--- config.mk ---
export PLATFORM = sky130hd
export DESIGN_NAME = idc_ctrl_flat
export DESIGN_NICKNAME = d
export VERILOG_FILES = /design/src/rtl/idc_pkg.sv /design/src/rtl/idc_if.sv /design/src/rtl/idc_ctrl.sv /design/src/flat_wrapper.sv
export VERILOG_INCLUDE_DIRS = /design/src /design/src/rtl
export SDC_FILE = /design/constraint.sdc
export NUM_CORES = 1
export LEC_CHECK = 0
export CORE_UTILIZATION = 45
export CTS_CLUSTER_DIAMETER = 40
export DETAILED_ROUTE_END_ITERATION = 10
export DONT_BUFFER_PORTS = 1
export PLACE_DENSITY_LB_ADDON = 0.25
export REMOVE_ABC_BUFFERS = 1
export SETUP_SLACK_MARGIN = 0.05
export SLEW_MARGIN = 20
export SYNTH_ARGS = -nofsm -noshare
export SYNTH_HDL_FRONTEND = slang
export SYNTH_SLANG_ARGS = --single-unit
--- constraint.sdc ---
create_clock -name I_SYS_CLK -period 2.16 [get_ports I_SYS_CLK]
set_input_delay 0.216 -clock I_SYS_CLK [delete_from_list [all_inputs] [get_ports I_SYS_CLK]]
set_output_delay 0.216 -clock I_SYS_CLK [all_outputs]
set_load 0.01 [all_outputs]
--- src/rtl/idc_map.svh ---
// Offsets, field positions, reset values and counts of the idle domain clock controller
// Behaviour
// RQ1: Idle instruction copies control word into status
// RQ2: Status bits gate their own domain clocks
// RQ3: Six domains each get their own gate; code gates seven control-word domains (bits 0 to 6)
// RQ4: Bit 0 plus idle instruction idles CPU
// RQ5: DMA/host clocks stop: mask bit and status
// RQ6: DMA stops once current transfer ends
// RQ7: Host port stops at once; software checks
// RQ8: Peripheral clock stops: mask bit and status
// RQ9: Busy peripheral waits for activity to finish
// RQ10: Memory interface idles only after DMA idles
// RQ11: No SDRAM refresh while memory interface idle
// RQ12: Memory idle needs CPU, ports, cache, DMA idle
// RQ13: Partial deep idle keeps clock generator running
// RQ14: Deepest idle: bypass PLL, power down, reset
// RQ15: Deepest idle writes 3FFF, 0003, 03FF first
// RQ16: Full deep idle powers PLL down, stops all
// RQ17: Oscillator power-down with wake mask, bit 1
// RQ18: Wake only on selected, enabled events
// RQ19: Software avoids invalid domain combinations
// RQ20: Oscillator wake counts 41032 cycles then resumes
// RQ21: Wake restores clock generator before other domains
`ifndef IDC_MAP_SVH
`define IDC_MAP_SVH

// Device register indexes
`define IDC_IDX_ICR 3'h0
`define IDC_IDX_IDLE_STATUS_LATCH 3'h1
`define IDC_IDX_MASTER_PORT_IDLE_MASK 3'h2
`define IDC_IDX_PERIPHERAL_IDLE_MASK 3'h3
`define IDC_IDX_PLL 3'h4
`define IDC_IDX_OSCILLATOR_WAKE_MASK 3'h5
`define IDC_IDX_IER 3'h6
`define IDC_IDX_STAT 3'h7

// Idle control word fields
`define IDC_ICR_W 10
`define IDC_ICR_CPU 0
`define IDC_ICR_MP 1
`define IDC_ICR_ICACHE 2
`define IDC_ICR_PERIPHERAL_DOMAIN_IDLE_REQUEST 3
`define IDC_ICR_CLK 4
`define IDC_ICR_MEMORY_INTERFACE 5
`define IDC_ICR_IPORT 6
`define IDC_ICR_DEEP 9

// Master port mask fields
`define IDC_MASTER_PORT_IDLE_MASK_W 2
`define IDC_MASTER_PORT_IDLE_MASK_DMA 0
`define IDC_MASTER_PORT_IDLE_MASK_HPI 1

// Peripheral mask
`define IDC_PERIPHERAL_IDLE_MASK_W 14
`define IDC_PERIPHERAL_IDLE_MASK_MEMORY_INTERFACE 13

// PLL control fields
`define IDC_PLL_W 4
`define IDC_PLL_EN 0
`define IDC_PLL_PWRDN 1
`define IDC_PLL_RST 2
`define IDC_PLL_OSCPD 3
`define IDC_PLL_RESET 4'h1

// Wake mask and interrupt enable
`define IDC_OSCILLATOR_WAKE_MASK_W 5
`define IDC_OSCILLATOR_WAKE_MASK_NMI 0
`define IDC_OSCILLATOR_WAKE_MASK_EXTERNAL_INTERRUPT_ZERO 1
`define IDC_INT_W 4

// Deepest idle values
`define IDC_DEEP_PERIPHERAL_IDLE_MASK 14'h3FFF
`define IDC_DEEP_MASTER_PORT_IDLE_MASK 2'h3
`define IDC_DEEP_ICR 10'h3FF

// Oscillator stabilisation, reference clock cycles
`define IDC_OSC_STAB_CYC 41032

// Software end register offsets
`define IDC_SW_FWD_IDX 3'h0
`define IDC_SW_FWD_DATA 3'h1
`define IDC_SW_CMD 3'h2
`define IDC_SW_RESULT 3'h3
`define IDC_SW_STATUS 3'h4
`define IDC_SW_CMD_IDLE 0
`define IDC_SW_CMD_READ 1
`define IDC_SW_ST_REFUSED 0
`define IDC_SW_ST_PEND 1

`endif

--- src/rtl/idc_pkg.sv ---
// Types shared by both ends of the idle domain clock controller
package idc_pkg;
	typedef logic [15:0] idc_word_t;
	typedef logic [2:0] idc_idx_t;
	typedef enum logic [1:0] {
		IDC_RUN,
		IDC_IDLE,
		IDC_STAB,
		IDC_WAKE
	} idc_state_e;
endpackage

--- src/rtl/idc_if.sv ---
// Link between the software end and the idle controller
`timescale 1ns/100ps
interface idc_if;
	logic [2:0] addr;
	logic [15:0] wdata;
	logic [15:0] rdata;
	logic wr;
	logic rd;
	logic idle_instr;

	modport dev (input addr, input wdata, input wr, input rd, input idle_instr, output rdata);
	modport sw (output addr, output wdata, output wr, output rd, output idle_instr, input rdata);
endinterface

--- src/rtl/idc_ctrl.sv ---
// Idle controller: domain clock gating, PLL and oscillator power-down, wake sequencing
`timescale 1ns/100ps
`include "idc_map.svh"
module idc_ctrl #(
	parameter int OSC_STAB_CYC = `IDC_OSC_STAB_CYC
) (
	// Clock and reset
	input wire logic I_SYS_CLK,
	input wire logic I_SRST,
	// Link to software end
	idc_if.dev BUS,
	// Activity of gated modules
	input wire logic I_DMA_BUSY,
	input wire logic [`IDC_PERIPHERAL_IDLE_MASK_W-1:0] I_PERIPHERAL_DOMAIN_IDLE_REQUEST_BUSY,
	// Wake pins
	input wire logic I_NMI,
	input wire logic [`IDC_INT_W-1:0] I_EXT_INT,
	// Domain clock enables
	output logic O_CPU_CLK_EN,
	output logic O_DMA_CLK_EN,
	output logic O_HPI_CLK_EN,
	output logic O_ICACHE_CLK_EN,
	output logic O_IPORT_CLK_EN,
	output logic [`IDC_PERIPHERAL_IDLE_MASK_W-1:0] O_PERIPHERAL_DOMAIN_IDLE_REQUEST_CLK_EN,
	output logic O_CLKGEN_CLK_EN,
	output logic O_MEMORY_INTERFACE_CLK_EN,
	// Power and status
	output logic O_REFRESH_EN,
	output logic O_PLL_PWRDN,
	output logic O_OSC_PWRDN,
	output logic O_CPU_IDLE
);
	import idc_pkg::*;

	idc_state_e state_q;
	logic [`IDC_ICR_W-1:0] icr_q;
	logic [`IDC_ICR_W-1:0] idle_status_latch_q;
	logic [`IDC_MASTER_PORT_IDLE_MASK_W-1:0] master_port_idle_mask_q;
	logic [`IDC_PERIPHERAL_IDLE_MASK_W-1:0] peripheral_idle_mask_q;
	logic [`IDC_PLL_W-1:0] pll_q;
	logic [`IDC_OSCILLATOR_WAKE_MASK_W-1:0] oscillator_wake_mask_q;
	logic [`IDC_INT_W-1:0] ier_q;
	idc_word_t rdata_q;
	logic [15:0] stab_cnt_q;
	logic osc_off_q;
	logic dma_off_q;
	logic [`IDC_PERIPHERAL_IDLE_MASK_W-1:0] peripheral_domain_idle_request_off_q;
	logic memory_interface_off_q;
	logic nmi_s1_q;
	logic nmi_s2_q;
	logic [`IDC_INT_W-1:0] int_s1_q;
	logic [`IDC_INT_W-1:0] int_s2_q;
	logic wake_ev;
	logic idle_now;
	logic memory_interface_req;
	logic [15:0] stab_last;

	// Pick a register by index, unmapped reads give zero
	function automatic idc_word_t reg_pick(input idc_idx_t idx);
		idc_word_t v;
		v = 16'h0000;
		if (idx == `IDC_IDX_ICR) begin
			v = {6'h00, icr_q};
		end else if (idx == `IDC_IDX_IDLE_STATUS_LATCH) begin
			v = {6'h00, idle_status_latch_q};
		end else if (idx == `IDC_IDX_MASTER_PORT_IDLE_MASK) begin
			v = {14'h0000, master_port_idle_mask_q};
		end else if (idx == `IDC_IDX_PERIPHERAL_IDLE_MASK) begin
			v = {2'h0, peripheral_idle_mask_q};
		end else if (idx == `IDC_IDX_PLL) begin
			v = {12'h000, pll_q};
		end else if (idx == `IDC_IDX_OSCILLATOR_WAKE_MASK) begin
			v = {11'h000, oscillator_wake_mask_q};
		end else if (idx == `IDC_IDX_IER) begin
			v = {12'h000, ier_q};
		end else if (idx == `IDC_IDX_STAT) begin
			v = {osc_off_q, memory_interface_off_q, dma_off_q, 11'h000, state_q};
		end
		return v;
	endfunction

	// Wake pins pass two flip-flops before use
	always_ff @(posedge I_SYS_CLK) begin
		if (I_SRST) begin
			nmi_s1_q <= 1'b0;
			nmi_s2_q <= 1'b0;
			int_s1_q <= '0;
			int_s2_q <= '0;
		end else begin
			nmi_s1_q <= I_NMI;
			nmi_s2_q <= nmi_s1_q;
			int_s1_q <= I_EXT_INT;
			int_s2_q <= int_s1_q;
		end
	end

	// Selected NMI, or selected and enabled external interrupt
	assign wake_ev = (nmi_s2_q & oscillator_wake_mask_q[`IDC_OSCILLATOR_WAKE_MASK_NMI])
		| (|(int_s2_q & oscillator_wake_mask_q[`IDC_OSCILLATOR_WAKE_MASK_W-1:`IDC_OSCILLATOR_WAKE_MASK_EXTERNAL_INTERRUPT_ZERO] & ier_q)); // RQ18
	assign idle_now = (state_q == IDC_IDLE);
	// Memory interface asked through control word or through peripheral mask
	assign memory_interface_req = idle_status_latch_q[`IDC_ICR_MEMORY_INTERFACE]
		| (idle_status_latch_q[`IDC_ICR_PERIPHERAL_DOMAIN_IDLE_REQUEST] & peripheral_idle_mask_q[`IDC_PERIPHERAL_IDLE_MASK_MEMORY_INTERFACE]); // RQ10
	assign stab_last = 16'(OSC_STAB_CYC - 1);

	// Register writes from the software end
	always_ff @(posedge I_SYS_CLK) begin
		if (I_SRST) begin
			icr_q <= '0;
			master_port_idle_mask_q <= '0;
			peripheral_idle_mask_q <= '0;
			pll_q <= `IDC_PLL_RESET;
			oscillator_wake_mask_q <= '0;
			ier_q <= '0;
		end else if (BUS.wr) begin
			if (BUS.addr == `IDC_IDX_ICR) begin
				icr_q <= BUS.wdata[`IDC_ICR_W-1:0];
			end else if (BUS.addr == `IDC_IDX_MASTER_PORT_IDLE_MASK) begin
				master_port_idle_mask_q <= BUS.wdata[`IDC_MASTER_PORT_IDLE_MASK_W-1:0];
			end else if (BUS.addr == `IDC_IDX_PERIPHERAL_IDLE_MASK) begin
				peripheral_idle_mask_q <= BUS.wdata[`IDC_PERIPHERAL_IDLE_MASK_W-1:0];
			end else if (BUS.addr == `IDC_IDX_PLL) begin
				pll_q <= BUS.wdata[`IDC_PLL_W-1:0];
			end else if (BUS.addr == `IDC_IDX_OSCILLATOR_WAKE_MASK) begin
				oscillator_wake_mask_q <= BUS.wdata[`IDC_OSCILLATOR_WAKE_MASK_W-1:0];
			end else if (BUS.addr == `IDC_IDX_IER) begin
				ier_q <= BUS.wdata[`IDC_INT_W-1:0];
			end
		end
	end

	// Read data stands in the cycle after the read strobe
	always_ff @(posedge I_SYS_CLK) begin
		if (I_SRST) begin
			rdata_q <= '0;
		end else if (BUS.rd) begin
			rdata_q <= reg_pick(BUS.addr);
		end else begin
			rdata_q <= '0;
		end
	end
	assign BUS.rdata = rdata_q;

	// Idle sequencer: latch, wait for wake, stabilise, restore
	always_ff @(posedge I_SYS_CLK) begin
		if (I_SRST) begin
			state_q <= IDC_RUN;
			idle_status_latch_q <= '0;
			stab_cnt_q <= '0;
		end else begin
			case (state_q)
				IDC_RUN: begin
					if (BUS.idle_instr) begin
						idle_status_latch_q <= icr_q; // RQ1
						state_q <= IDC_IDLE; // RQ4
					end
				end
				IDC_IDLE: begin
					if (wake_ev) begin
						stab_cnt_q <= '0;
						if (osc_off_q) begin
							state_q <= IDC_STAB; // RQ20
						end else begin
							idle_status_latch_q[`IDC_ICR_CLK] <= 1'b0; // RQ21
							idle_status_latch_q[`IDC_ICR_DEEP] <= 1'b0;
							state_q <= IDC_WAKE;
						end
					end
				end
				IDC_STAB: begin
					stab_cnt_q <= stab_cnt_q + 16'h0001; // RQ20
					if (stab_cnt_q == stab_last) begin
						idle_status_latch_q[`IDC_ICR_CLK] <= 1'b0; // RQ21
						idle_status_latch_q[`IDC_ICR_DEEP] <= 1'b0;
						state_q <= IDC_WAKE;
					end
				end
				IDC_WAKE: begin
					idle_status_latch_q <= '0; // RQ21
					state_q <= IDC_RUN;
				end
				default: begin
					state_q <= IDC_RUN;
				end
			endcase
		end
	end

	// Oscillator power-down on full deep idle, released by wake event
	always_ff @(posedge I_SYS_CLK) begin
		if (I_SRST) begin
			osc_off_q <= 1'b0;
		end else if (state_q == IDC_RUN && BUS.idle_instr) begin
			osc_off_q <= icr_q[`IDC_ICR_DEEP] & icr_q[`IDC_ICR_CLK] & pll_q[`IDC_PLL_OSCPD]; // RQ17
		end else if (idle_now && wake_ev) begin
			osc_off_q <= 1'b0; // RQ18
		end
	end

	// Sticky stops for modules that finish their activity first
	always_ff @(posedge I_SYS_CLK) begin
		if (I_SRST) begin
			dma_off_q <= 1'b0;
			peripheral_domain_idle_request_off_q <= '0;
			memory_interface_off_q <= 1'b0;
		end else if (state_q == IDC_WAKE || state_q == IDC_RUN) begin
			dma_off_q <= 1'b0;
			peripheral_domain_idle_request_off_q <= '0;
			memory_interface_off_q <= 1'b0;
		end else begin
			if (idle_status_latch_q[`IDC_ICR_MP] && master_port_idle_mask_q[`IDC_MASTER_PORT_IDLE_MASK_DMA] && !I_DMA_BUSY) begin
				dma_off_q <= 1'b1; // RQ5 RQ6
			end
			if (idle_status_latch_q[`IDC_ICR_PERIPHERAL_DOMAIN_IDLE_REQUEST]) begin
				peripheral_domain_idle_request_off_q <= peripheral_domain_idle_request_off_q | (peripheral_idle_mask_q & ~I_PERIPHERAL_DOMAIN_IDLE_REQUEST_BUSY); // RQ8 RQ9
			end
			if (memory_interface_req && !I_DMA_BUSY) begin
				memory_interface_off_q <= 1'b1; // RQ10
			end
		end
	end

	// Domain clock enables follow the latched status
	always_ff @(posedge I_SYS_CLK) begin
		if (I_SRST) begin
			O_CPU_CLK_EN <= 1'b1;
			O_DMA_CLK_EN <= 1'b1;
			O_HPI_CLK_EN <= 1'b1;
			O_ICACHE_CLK_EN <= 1'b1;
			O_IPORT_CLK_EN <= 1'b1;
			O_PERIPHERAL_DOMAIN_IDLE_REQUEST_CLK_EN <= '1;
			O_CLKGEN_CLK_EN <= 1'b1;
			O_MEMORY_INTERFACE_CLK_EN <= 1'b1;
			O_REFRESH_EN <= 1'b1;
			O_CPU_IDLE <= 1'b0;
		end else begin
			O_CPU_CLK_EN <= ~idle_status_latch_q[`IDC_ICR_CPU]; // RQ2 RQ3 RQ4
			O_DMA_CLK_EN <= ~dma_off_q; // RQ5
			O_HPI_CLK_EN <= ~(idle_status_latch_q[`IDC_ICR_MP] & master_port_idle_mask_q[`IDC_MASTER_PORT_IDLE_MASK_HPI]); // RQ5 RQ7
			O_ICACHE_CLK_EN <= ~idle_status_latch_q[`IDC_ICR_ICACHE]; // RQ2
			O_IPORT_CLK_EN <= ~idle_status_latch_q[`IDC_ICR_IPORT]; // RQ2
			O_PERIPHERAL_DOMAIN_IDLE_REQUEST_CLK_EN <= ~peripheral_domain_idle_request_off_q; // RQ8
			O_CLKGEN_CLK_EN <= ~idle_status_latch_q[`IDC_ICR_CLK]; // RQ13 RQ16
			O_MEMORY_INTERFACE_CLK_EN <= ~memory_interface_off_q; // RQ10
			O_REFRESH_EN <= ~memory_interface_off_q; // RQ11
			O_CPU_IDLE <= idle_status_latch_q[`IDC_ICR_CPU]; // RQ4
		end
	end

	// PLL core and oscillator power-down outputs
	always_ff @(posedge I_SYS_CLK) begin
		if (I_SRST) begin
			O_PLL_PWRDN <= 1'b0;
			O_OSC_PWRDN <= 1'b0;
		end else begin
			O_PLL_PWRDN <= (idle_now && idle_status_latch_q[`IDC_ICR_DEEP] && idle_status_latch_q[`IDC_ICR_CLK])
				| pll_q[`IDC_PLL_PWRDN]; // RQ16
			O_OSC_PWRDN <= osc_off_q & idle_now; // RQ17
		end
	end
endmodule

--- src/flat_wrapper.sv ---
// flat-port wrapper written by rule: the top's interface ports become plain ports
module idc_ctrl_flat import idc_pkg::*;
#(
	parameter int OSC_STAB_CYC = `IDC_OSC_STAB_CYC
)
  (I_SYS_CLK, I_SRST, I_DMA_BUSY, I_PERIPHERAL_DOMAIN_IDLE_REQUEST_BUSY, I_NMI, I_EXT_INT, O_CPU_CLK_EN, O_DMA_CLK_EN, O_HPI_CLK_EN, O_ICACHE_CLK_EN, O_IPORT_CLK_EN, O_PERIPHERAL_DOMAIN_IDLE_REQUEST_CLK_EN, O_CLKGEN_CLK_EN, O_MEMORY_INTERFACE_CLK_EN, O_REFRESH_EN, O_PLL_PWRDN, O_OSC_PWRDN, O_CPU_IDLE, BUS_addr, BUS_wdata, BUS_wr, BUS_rd, BUS_idle_instr, BUS_rdata);
  idc_if BUS_i ();
  input wire logic I_SYS_CLK;
  input wire logic I_SRST;
  input wire logic I_DMA_BUSY;
  input wire logic [`IDC_PERIPHERAL_IDLE_MASK_W-1:0] I_PERIPHERAL_DOMAIN_IDLE_REQUEST_BUSY;
  input wire logic I_NMI;
  input wire logic [`IDC_INT_W-1:0] I_EXT_INT;
  output logic O_CPU_CLK_EN;
  output logic O_DMA_CLK_EN;
  output logic O_HPI_CLK_EN;
  output logic O_ICACHE_CLK_EN;
  output logic O_IPORT_CLK_EN;
  output logic [`IDC_PERIPHERAL_IDLE_MASK_W-1:0] O_PERIPHERAL_DOMAIN_IDLE_REQUEST_CLK_EN;
  output logic O_CLKGEN_CLK_EN;
  output logic O_MEMORY_INTERFACE_CLK_EN;
  output logic O_REFRESH_EN;
  output logic O_PLL_PWRDN;
  output logic O_OSC_PWRDN;
  output logic O_CPU_IDLE;
  input wire logic [$bits(BUS_i.addr)-1:0] BUS_addr;
  input wire logic [$bits(BUS_i.wdata)-1:0] BUS_wdata;
  input wire logic [$bits(BUS_i.wr)-1:0] BUS_wr;
  input wire logic [$bits(BUS_i.rd)-1:0] BUS_rd;
  input wire logic [$bits(BUS_i.idle_instr)-1:0] BUS_idle_instr;
  output wire logic [$bits(BUS_i.rdata)-1:0] BUS_rdata;
  assign BUS_i.addr = BUS_addr;
  assign BUS_i.wdata = BUS_wdata;
  assign BUS_i.wr = BUS_wr;
  assign BUS_i.rd = BUS_rd;
  assign BUS_i.idle_instr = BUS_idle_instr;
  assign BUS_rdata = BUS_i.rdata;
  idc_ctrl #(.OSC_STAB_CYC(OSC_STAB_CYC)) u_core (.I_SYS_CLK(I_SYS_CLK), .I_SRST(I_SRST), .BUS(BUS_i), .I_DMA_BUSY(I_DMA_BUSY), .I_PERIPHERAL_DOMAIN_IDLE_REQUEST_BUSY(I_PERIPHERAL_DOMAIN_IDLE_REQUEST_BUSY), .I_NMI(I_NMI), .I_EXT_INT(I_EXT_INT), .O_CPU_CLK_EN(O_CPU_CLK_EN), .O_DMA_CLK_EN(O_DMA_CLK_EN), .O_HPI_CLK_EN(O_HPI_CLK_EN), .O_ICACHE_CLK_EN(O_ICACHE_CLK_EN), .O_IPORT_CLK_EN(O_IPORT_CLK_EN), .O_PERIPHERAL_DOMAIN_IDLE_REQUEST_CLK_EN(O_PERIPHERAL_DOMAIN_IDLE_REQUEST_CLK_EN), .O_CLKGEN_CLK_EN(O_CLKGEN_CLK_EN), .O_MEMORY_INTERFACE_CLK_EN(O_MEMORY_INTERFACE_CLK_EN), .O_REFRESH_EN(O_REFRESH_EN), .O_PLL_PWRDN(O_PLL_PWRDN), .O_OSC_PWRDN(O_OSC_PWRDN), .O_CPU_IDLE(O_CPU_IDLE));
endmodule
# Word level (Yosys, flattened, before mapping)
# Index checks and enable logic that the tools add are counted.
[word_totals] regBits=134 in_bits=44 word_cells=131
[op_classes] add_sub_neg=1 bitwise_logic=29 n_reduce_logical=29 muxes=25 n_eq_ne=15
[op_table] cell="two-way mux 14 bit" count=5
[op_table] cell="two-way mux 10 bit" count=4
[op_table] cell="one-hot mux 16 bit (2 select lines)" count=1
[op_table] cell="NOT 14 bit" count=2
[op_table] cell="adder 16 x 1 -> 16 bit (second input constant)" count=1
[op_table] cell="== test 16 bit (second input constant)" count=1
[op_table] cell="two-way mux 16 bit" count=1
[op_table] cell="one-hot mux 4 bit (2 select lines)" count=2
[op_table] cell="bitwise AND 14 bit" count=1
[op_table] cell="NOT 1 bit" count=14
[op_table] cell="OR 14 bit" count=1
[op_table] cell="== test 3 bit (second input constant)" count=4
[op_table] cell="OR reduction 10 bit" count=1
[op_table] cell="bitwise AND 4 bit" count=2
[op_table] cell="one-hot mux 1 bit (4 select lines)" count=2
[op_table] cell="one-hot mux 2 bit (4 select lines)" count=1
[op_table] cell="AND reduction 4 bit" count=2
[op_table] cell="logical AND 1 bit" count=7
[op_table] cell="AND reduction 7 bit" count=1
[op_table] cell="bitwise AND 1 bit" count=6
[op_table] cell="== test 3 x 2 -> 1 bit (second input constant)" count=2
[op_table] cell="two-way mux 1 bit" count=6
[op_table] cell="two-way mux 2 bit" count=3
[op_table] cell="AND reduction 2 bit" count=3
[op_table] cell="17 further kinds" count=26

# Depth between registers and ports, before layout
[logic_depth] ltp_word=9 mapped_depth=8 depth_no_buf=7

# Worst setup path before layout
# OpenSTA, ideal clock, no wires.
[synth_path] kind="flip-flop to flip-flop" from="reg u_core.state_q[1]" to="reg u_core.state_q[0]" n_path_buf=2 synth_period_minus_slack_ns=1.696 stages_incl_launch_ff=8 t_arrival_ns=1.593 setup_slack_ns=0.464 required_ns=2.057 cell_sequence="dfxtp_1 -> inv_1 -> ha_1 -> clkbuf_2 -> nand2_1 -> buf_2 -> o211ai_2 -> a2111oi_2"
[synth_between] elab_chain_cells=3
[synth_lines] item="start, declared" line_no="idc_ctrl.sv:35" rtl="idc_state_e state_q;"
[synth_lines] item="start signal, assigned" line_no="idc_ctrl.sv:147" rtl="state_q <= IDC_RUN;"
[synth_lines] item="start signal, assigned" line_no="idc_ctrl.sv:155" rtl="state_q <= IDC_IDLE;"
[synth_lines] item="start signal, assigned" line_no="idc_ctrl.sv:162" rtl="state_q <= IDC_STAB;"
[synth_lines] item="== test 2 bit (tied with other cells)" line_no="idc_ctrl.sv:151" rtl="case (state_q)"
[synth_lines] item="!= test 2 x 1 -> 1 bit (no source line) / != test 2 bit (equally long branches)"
[synth_lines] item="AND reduction 3 bit (no source line)"
# Several ways; a longest one is shown, not always the timed one.
# A chain may end at the register's enable or synchronous reset.

# Final worst setup path
[layout_path] from="reg u_core.state_q[1]" to="reg u_core.stab_cnt_q[5]"
[layout_between] elab_chain_cells=3
[layout_lines] item="== test 2 x 1 -> 1 bit / == test 2 bit (equally long branches)" line_no="idc_ctrl.sv:151"
[layout_lines] item="!= test 2 x 1 -> 1 bit (no source line) / nonzero test 2 bit (equally long branches)"
[layout_lines] item="AND reduction 2 bit (no source line)"
[layout_lines] item="end signal, assigned" line_no="idc_ctrl.sv:171" rtl="stab_cnt_q <= stab_cnt_q + 16'h0001;"
[layout_lines] item="end, declared" line_no="idc_ctrl.sv:44" rtl="logic [15:0] stab_cnt_q;"
# Several ways; a longest one is shown, not always the timed one.

==> results.yml <==
outcome:
  status: "complete, no violations"
critical_path:
  path_buf_inv: 2
  cp_top_family: "simple AND/OR/NAND/NOR gates"
  path_class: "register to register"
  rrSetupSlack_ps: 220
  crit_chain: "inv_1 > ha_1 > nand2_1 > buf_4 > o21ai_0 > or3_1 > a21oi_1"
  rr_worst_depth: 7
  slowest_delay_ps: 420
  reg2reg_to: "u_core.stab_cnt_q[5]$_SDFFE_PP0P_"
  critPathRequiredTime_ps: 2500
  end_kind: "register"
  r2r_start: "u_core.state_q[1]$_SDFFE_PP0P_"
  arrival_ps: 2280
  crit_fanout: 11
  critPathLaunch: "u_core.state_q[1]$_SDFFE_PP0P_"
  startpoint_type: "register"
  crit_cells: 7
  crit_path_top_delay_cell: "dfxtp_1"
  critPathCapture: "u_core.stab_cnt_q[5]$_SDFFE_PP0P_"
global_route:
  grt.total_usage_pct: 22.3
  grt_max_degree: 85
  grt_pass1_vias: 3949
  grt_overflow: 0
  antenna_found_initial: 2
  grt_pass1_wl_um: 20000
timing:
  worst_pin_slew_ps: 695
  hold_viol: 0
  fin_skew_ps: 13.7
  fin_crit_ps: 1940
  setup_viol_count_final: 0
  max-slew-margin-rel_pct: 53.5
  rsz0062_at_grt: "false"
  setup-tns-final_ps: 0
  slew_viol_final: 0
  max_freq_mhz: 515
  period_share_pct: 89.9
detailed_routing:
  vias_per_cell: 5.53
  ant_nets: 0
  drc: 0
  first_pass_iters: 5
  drt_iter0_drc: 360
  wirelength_um: 12700
  num_vias: 4118
  routedWlPerCell_um: 17.1
power:
  leakage_nw: 2.36
  comb_power_share_pct: 11.7
  p_int_w: 0.00465
  max-vdd-ir-drop_uv: 436
  seq_power_share_pct: 41.0
  pwr_density_cell_mw_per_mm2: 1020
  switching_share_pct: 26.1
  clkPwrFrac_pct: 47.3
  p_sw_w: 0.00164
final_layout:
  fillers: 976
  finalNetCount: 640
  layout_common_cells: "dfxtp_1 (134), nor2_1 (71), nand2_1 (69), a21oi_1 (38), dlygate4sd3_1 (29)"
  final_common_cell: "dfxtp_1"
  area_growth_pct: 19.0
  instances_no_fill: 745
  drive_gt1_share_pct: 8.61
yosys:
  ys_dominant_reg_cell: "dfxtp_1"
  ys_seq_elements: 134
  synthesis.area_sq_mm: 0.00521
  synth_warnings: 0
  syn_inst: 573
  synthDistinctLibCells: 61
  syn_area_per_cell_sq_um: 9.09
  synth_edf_count: 0
  async_flop_share_pct: 0
  ys_seq_area_share_pct: 51.5
floorplanning:
  core_area_sq_mm: 0.0111
  die_y_um: 110
  rows: 38
  die_w_um: 110
  ioPinCount: 85
  start_util_pct: 47.0
  die_area_sq_mm: 0.0120
clock_tree:
  cts_root_buf: "clkbuf_16"
  hold_buffers: 30
  cts_tree: "yes"
  htreeDepth: 4
  clkLatencyLatePin_ps: 420
  cts.sinks: 134
  cts_setup_buffers: 0
  clk_pin_slew_ps: 60
  cts_buffers: 17
  cts.path.max_buffers: 2
  cts_resized: 0
hold_path:
  holdCritPathClass: "input port to register"
placed_design:
  dp.cells: 682
  dpl.hpwl_um: 7850
  portBuffers: 0
  gp_congestion: 0.823
flow_run:
  maxCapViolCount: 0
worst min-delay path by stage:
stage / start / to / slack (ps) / cells past startpoint
3_5_place_dp: I_SRST / u_core.peripheral_idle_mask_q[8]$_SDFFE_PP0P_ / 300 / 1
5_1_grt: I_PERIPHERAL_DOMAIN_IDLE_REQUEST_BUSY[11] / u_core.peripheral_domain_idle_request_off_q[11]$_SDFFE_PP0P_ / 20 / 3
2_1_floorplan: I_SRST / u_core.state_q[0]$_SDFFE_PP0P_ / 280 / 1
4_1_cts: I_PERIPHERAL_DOMAIN_IDLE_REQUEST_BUSY[9] / u_core.peripheral_domain_idle_request_off_q[9]$_SDFFE_PP0P_ / 4 / 3
6_report: I_PERIPHERAL_DOMAIN_IDLE_REQUEST_BUSY[7] / u_core.peripheral_domain_idle_request_off_q[7]$_SDFFE_PP0P_ / 10 / 3
3_3_place_gp: I_SRST / u_core.peripheral_idle_mask_q[6]$_SDFFE_PP0P_ / 300 / 1
per-stage QoR:
stage / power, W / util [%] / worst slack (ps) / cell area (sq um) / hold WS, ps
2_1_floorplan: 0.00308 / - / 396 / 5050 / 285
3_3_place_gp: 0.00326 / 47.5 / 325 / 5260 / 297
3_5_place_dp: 0.00327 / 47.5 / 251 / 5260 / 299
4_1_cts: 0.00633 / 55.9 / 243 / 6190 / 4.44
5_1_grt: 0.00653 / 55.9 / 74.2 / 6200 / 16.0
6_report: 0.00629 / 55.9 / 218 / 6200 / 12.7
synth_stat cells (2+ instances only):
cell | count | area share (%)
buf_1 | 4 | 0.29
nor3_1 | 6 | 0.58
nor2_1 | 71 | 5.1
a21oi_1 | 38 | 3.7
and2_1 | 4 | 0.48
and4_2 | 2 | 0.38
mux4_2 | 2 | 0.86
and3b_1 | 3 | 0.50
a32oi_1 | 2 | 0.34
nor4b_1 | 2 | 0.34
inv_1 | 22 | 1.6
clkbuf_1 | 20 | 1.4
o221ai_1 | 2 | 0.34
nor2b_1 | 17 | 2.0
o21ai_1 | 2 | 0.19
mux2i_1 | 20 | 3.8
nand4b_1 | 2 | 0.34
and3_1 | 6 | 0.72
nand2_1 | 69 | 5.0
nand3_1 | 8 | 0.77
dfxtp_1 | 134 | 52
a22oi_1 | 9 | 1.3
a2111oi_0 | 5 | 0.84
o21ai_0 | 14 | 1.3
a31oi_1 | 18 | 2.2
or3_1 | 5 | 0.60
o211ai_1 | 2 | 0.29
nand2b_1 | 28 | 3.4
buf_2 | 8 | 0.77
xor2_1 | 9 | 1.5
ha_1 | 5 | 1.2
o2111ai_1 | 2 | 0.34
nand3b_1 | 4 | 0.58
worst reg2reg max path: cells and delay by family (launching register included):
kind / cells / cell delay [ps]
AND/OR/NAND/NOR: 2 / 540
flip-flops: 1 / 420
buffers and inverters: 2 / 300
adder cells (fa/ha/maj): 1 / 310
AO/OA/AOI/OAI: 2 / 300
registers in the layout (all words and copies together), names as in the netlist, 2 cells and up:
name and cells:
u_core.BUS.rdata 16, u_core.O_PERIPHERAL_DOMAIN_IDLE_REQUEST_CLK_EN 14, u_core.icr_q 10, u_core.idle_status_latch_q 10, u_core.ier_q 4, u_core.int_s1_q 4, u_core.int_s2_q 4, u_core.master_port_idle_mask_q 2
u_core.oscillator_wake_mask_q 5, u_core.peripheral_domain_idle_request_off_q 14, u_core.peripheral_idle_mask_q 14, u_core.pll_q 4, u_core.stab_cnt_q 16, u_core.state_q 2
cell families (layout without fill, tap and decap cells):
| family | count (synthesis) | count (layout) | synth area share [%] |
|---|---|---|---|
| other cells | 0 | 1 | 0 |
| flops | 134 | 134 | 51.5 |
| xor+xnor | 9 | 9 | 1.51 |
| fa+ha+maj | 5 | 5 | 1.20 |
| compound gates | 107 | 107 | 13.8 |
| buf+inv | 57 | 88 | 4.54 |
| simple gates | 238 | 238 | 22.6 |
| mux | 23 | 23 | 4.92 |
area by class of cell:
class,instances,area (sq um),area share (%)
flip-flops and latches,134,2680,43.3
multi-input cells,382,2290,37.0
clock buffers,19,443,7.15
repair buffers,34,348,5.61
well taps,140,175,2.83
clock inverters,13,173,2.79
inverters,22,82.6,1.33
diodes,1,2.50,0.0404
power groups by stage:
stage | combinational (W) | sequential (W) | clock (W)
after floorplan | 0.000457 | 0.00262 | 0
after global placement | 0.000624 | 0.00263 | 0
after detailed placement | 0.000639 | 0.00263 | 0
after CTS | 0.000732 | 0.00258 | 0.00302
after global routing | 0.000816 | 0.00259 | 0.00313
final | 0.000737 | 0.00258 | 0.00298
per-layer routing:
| metal | global-route usage [%] | routed length [um] | up-vias |
|---|---|---|---|
| li1 | - | - | 1994 |
| met1 | 30.1 | 5970 | 1964 |
| met2 | 33.8 | 5710 | 141 |
| met3 | 6.11 | 837 | 17 |
| met4 | 8.95 | 185 | 2 |
| met5 | 0 | 10 | - |
Note: power is estimated with default switching activity, not from simulation.
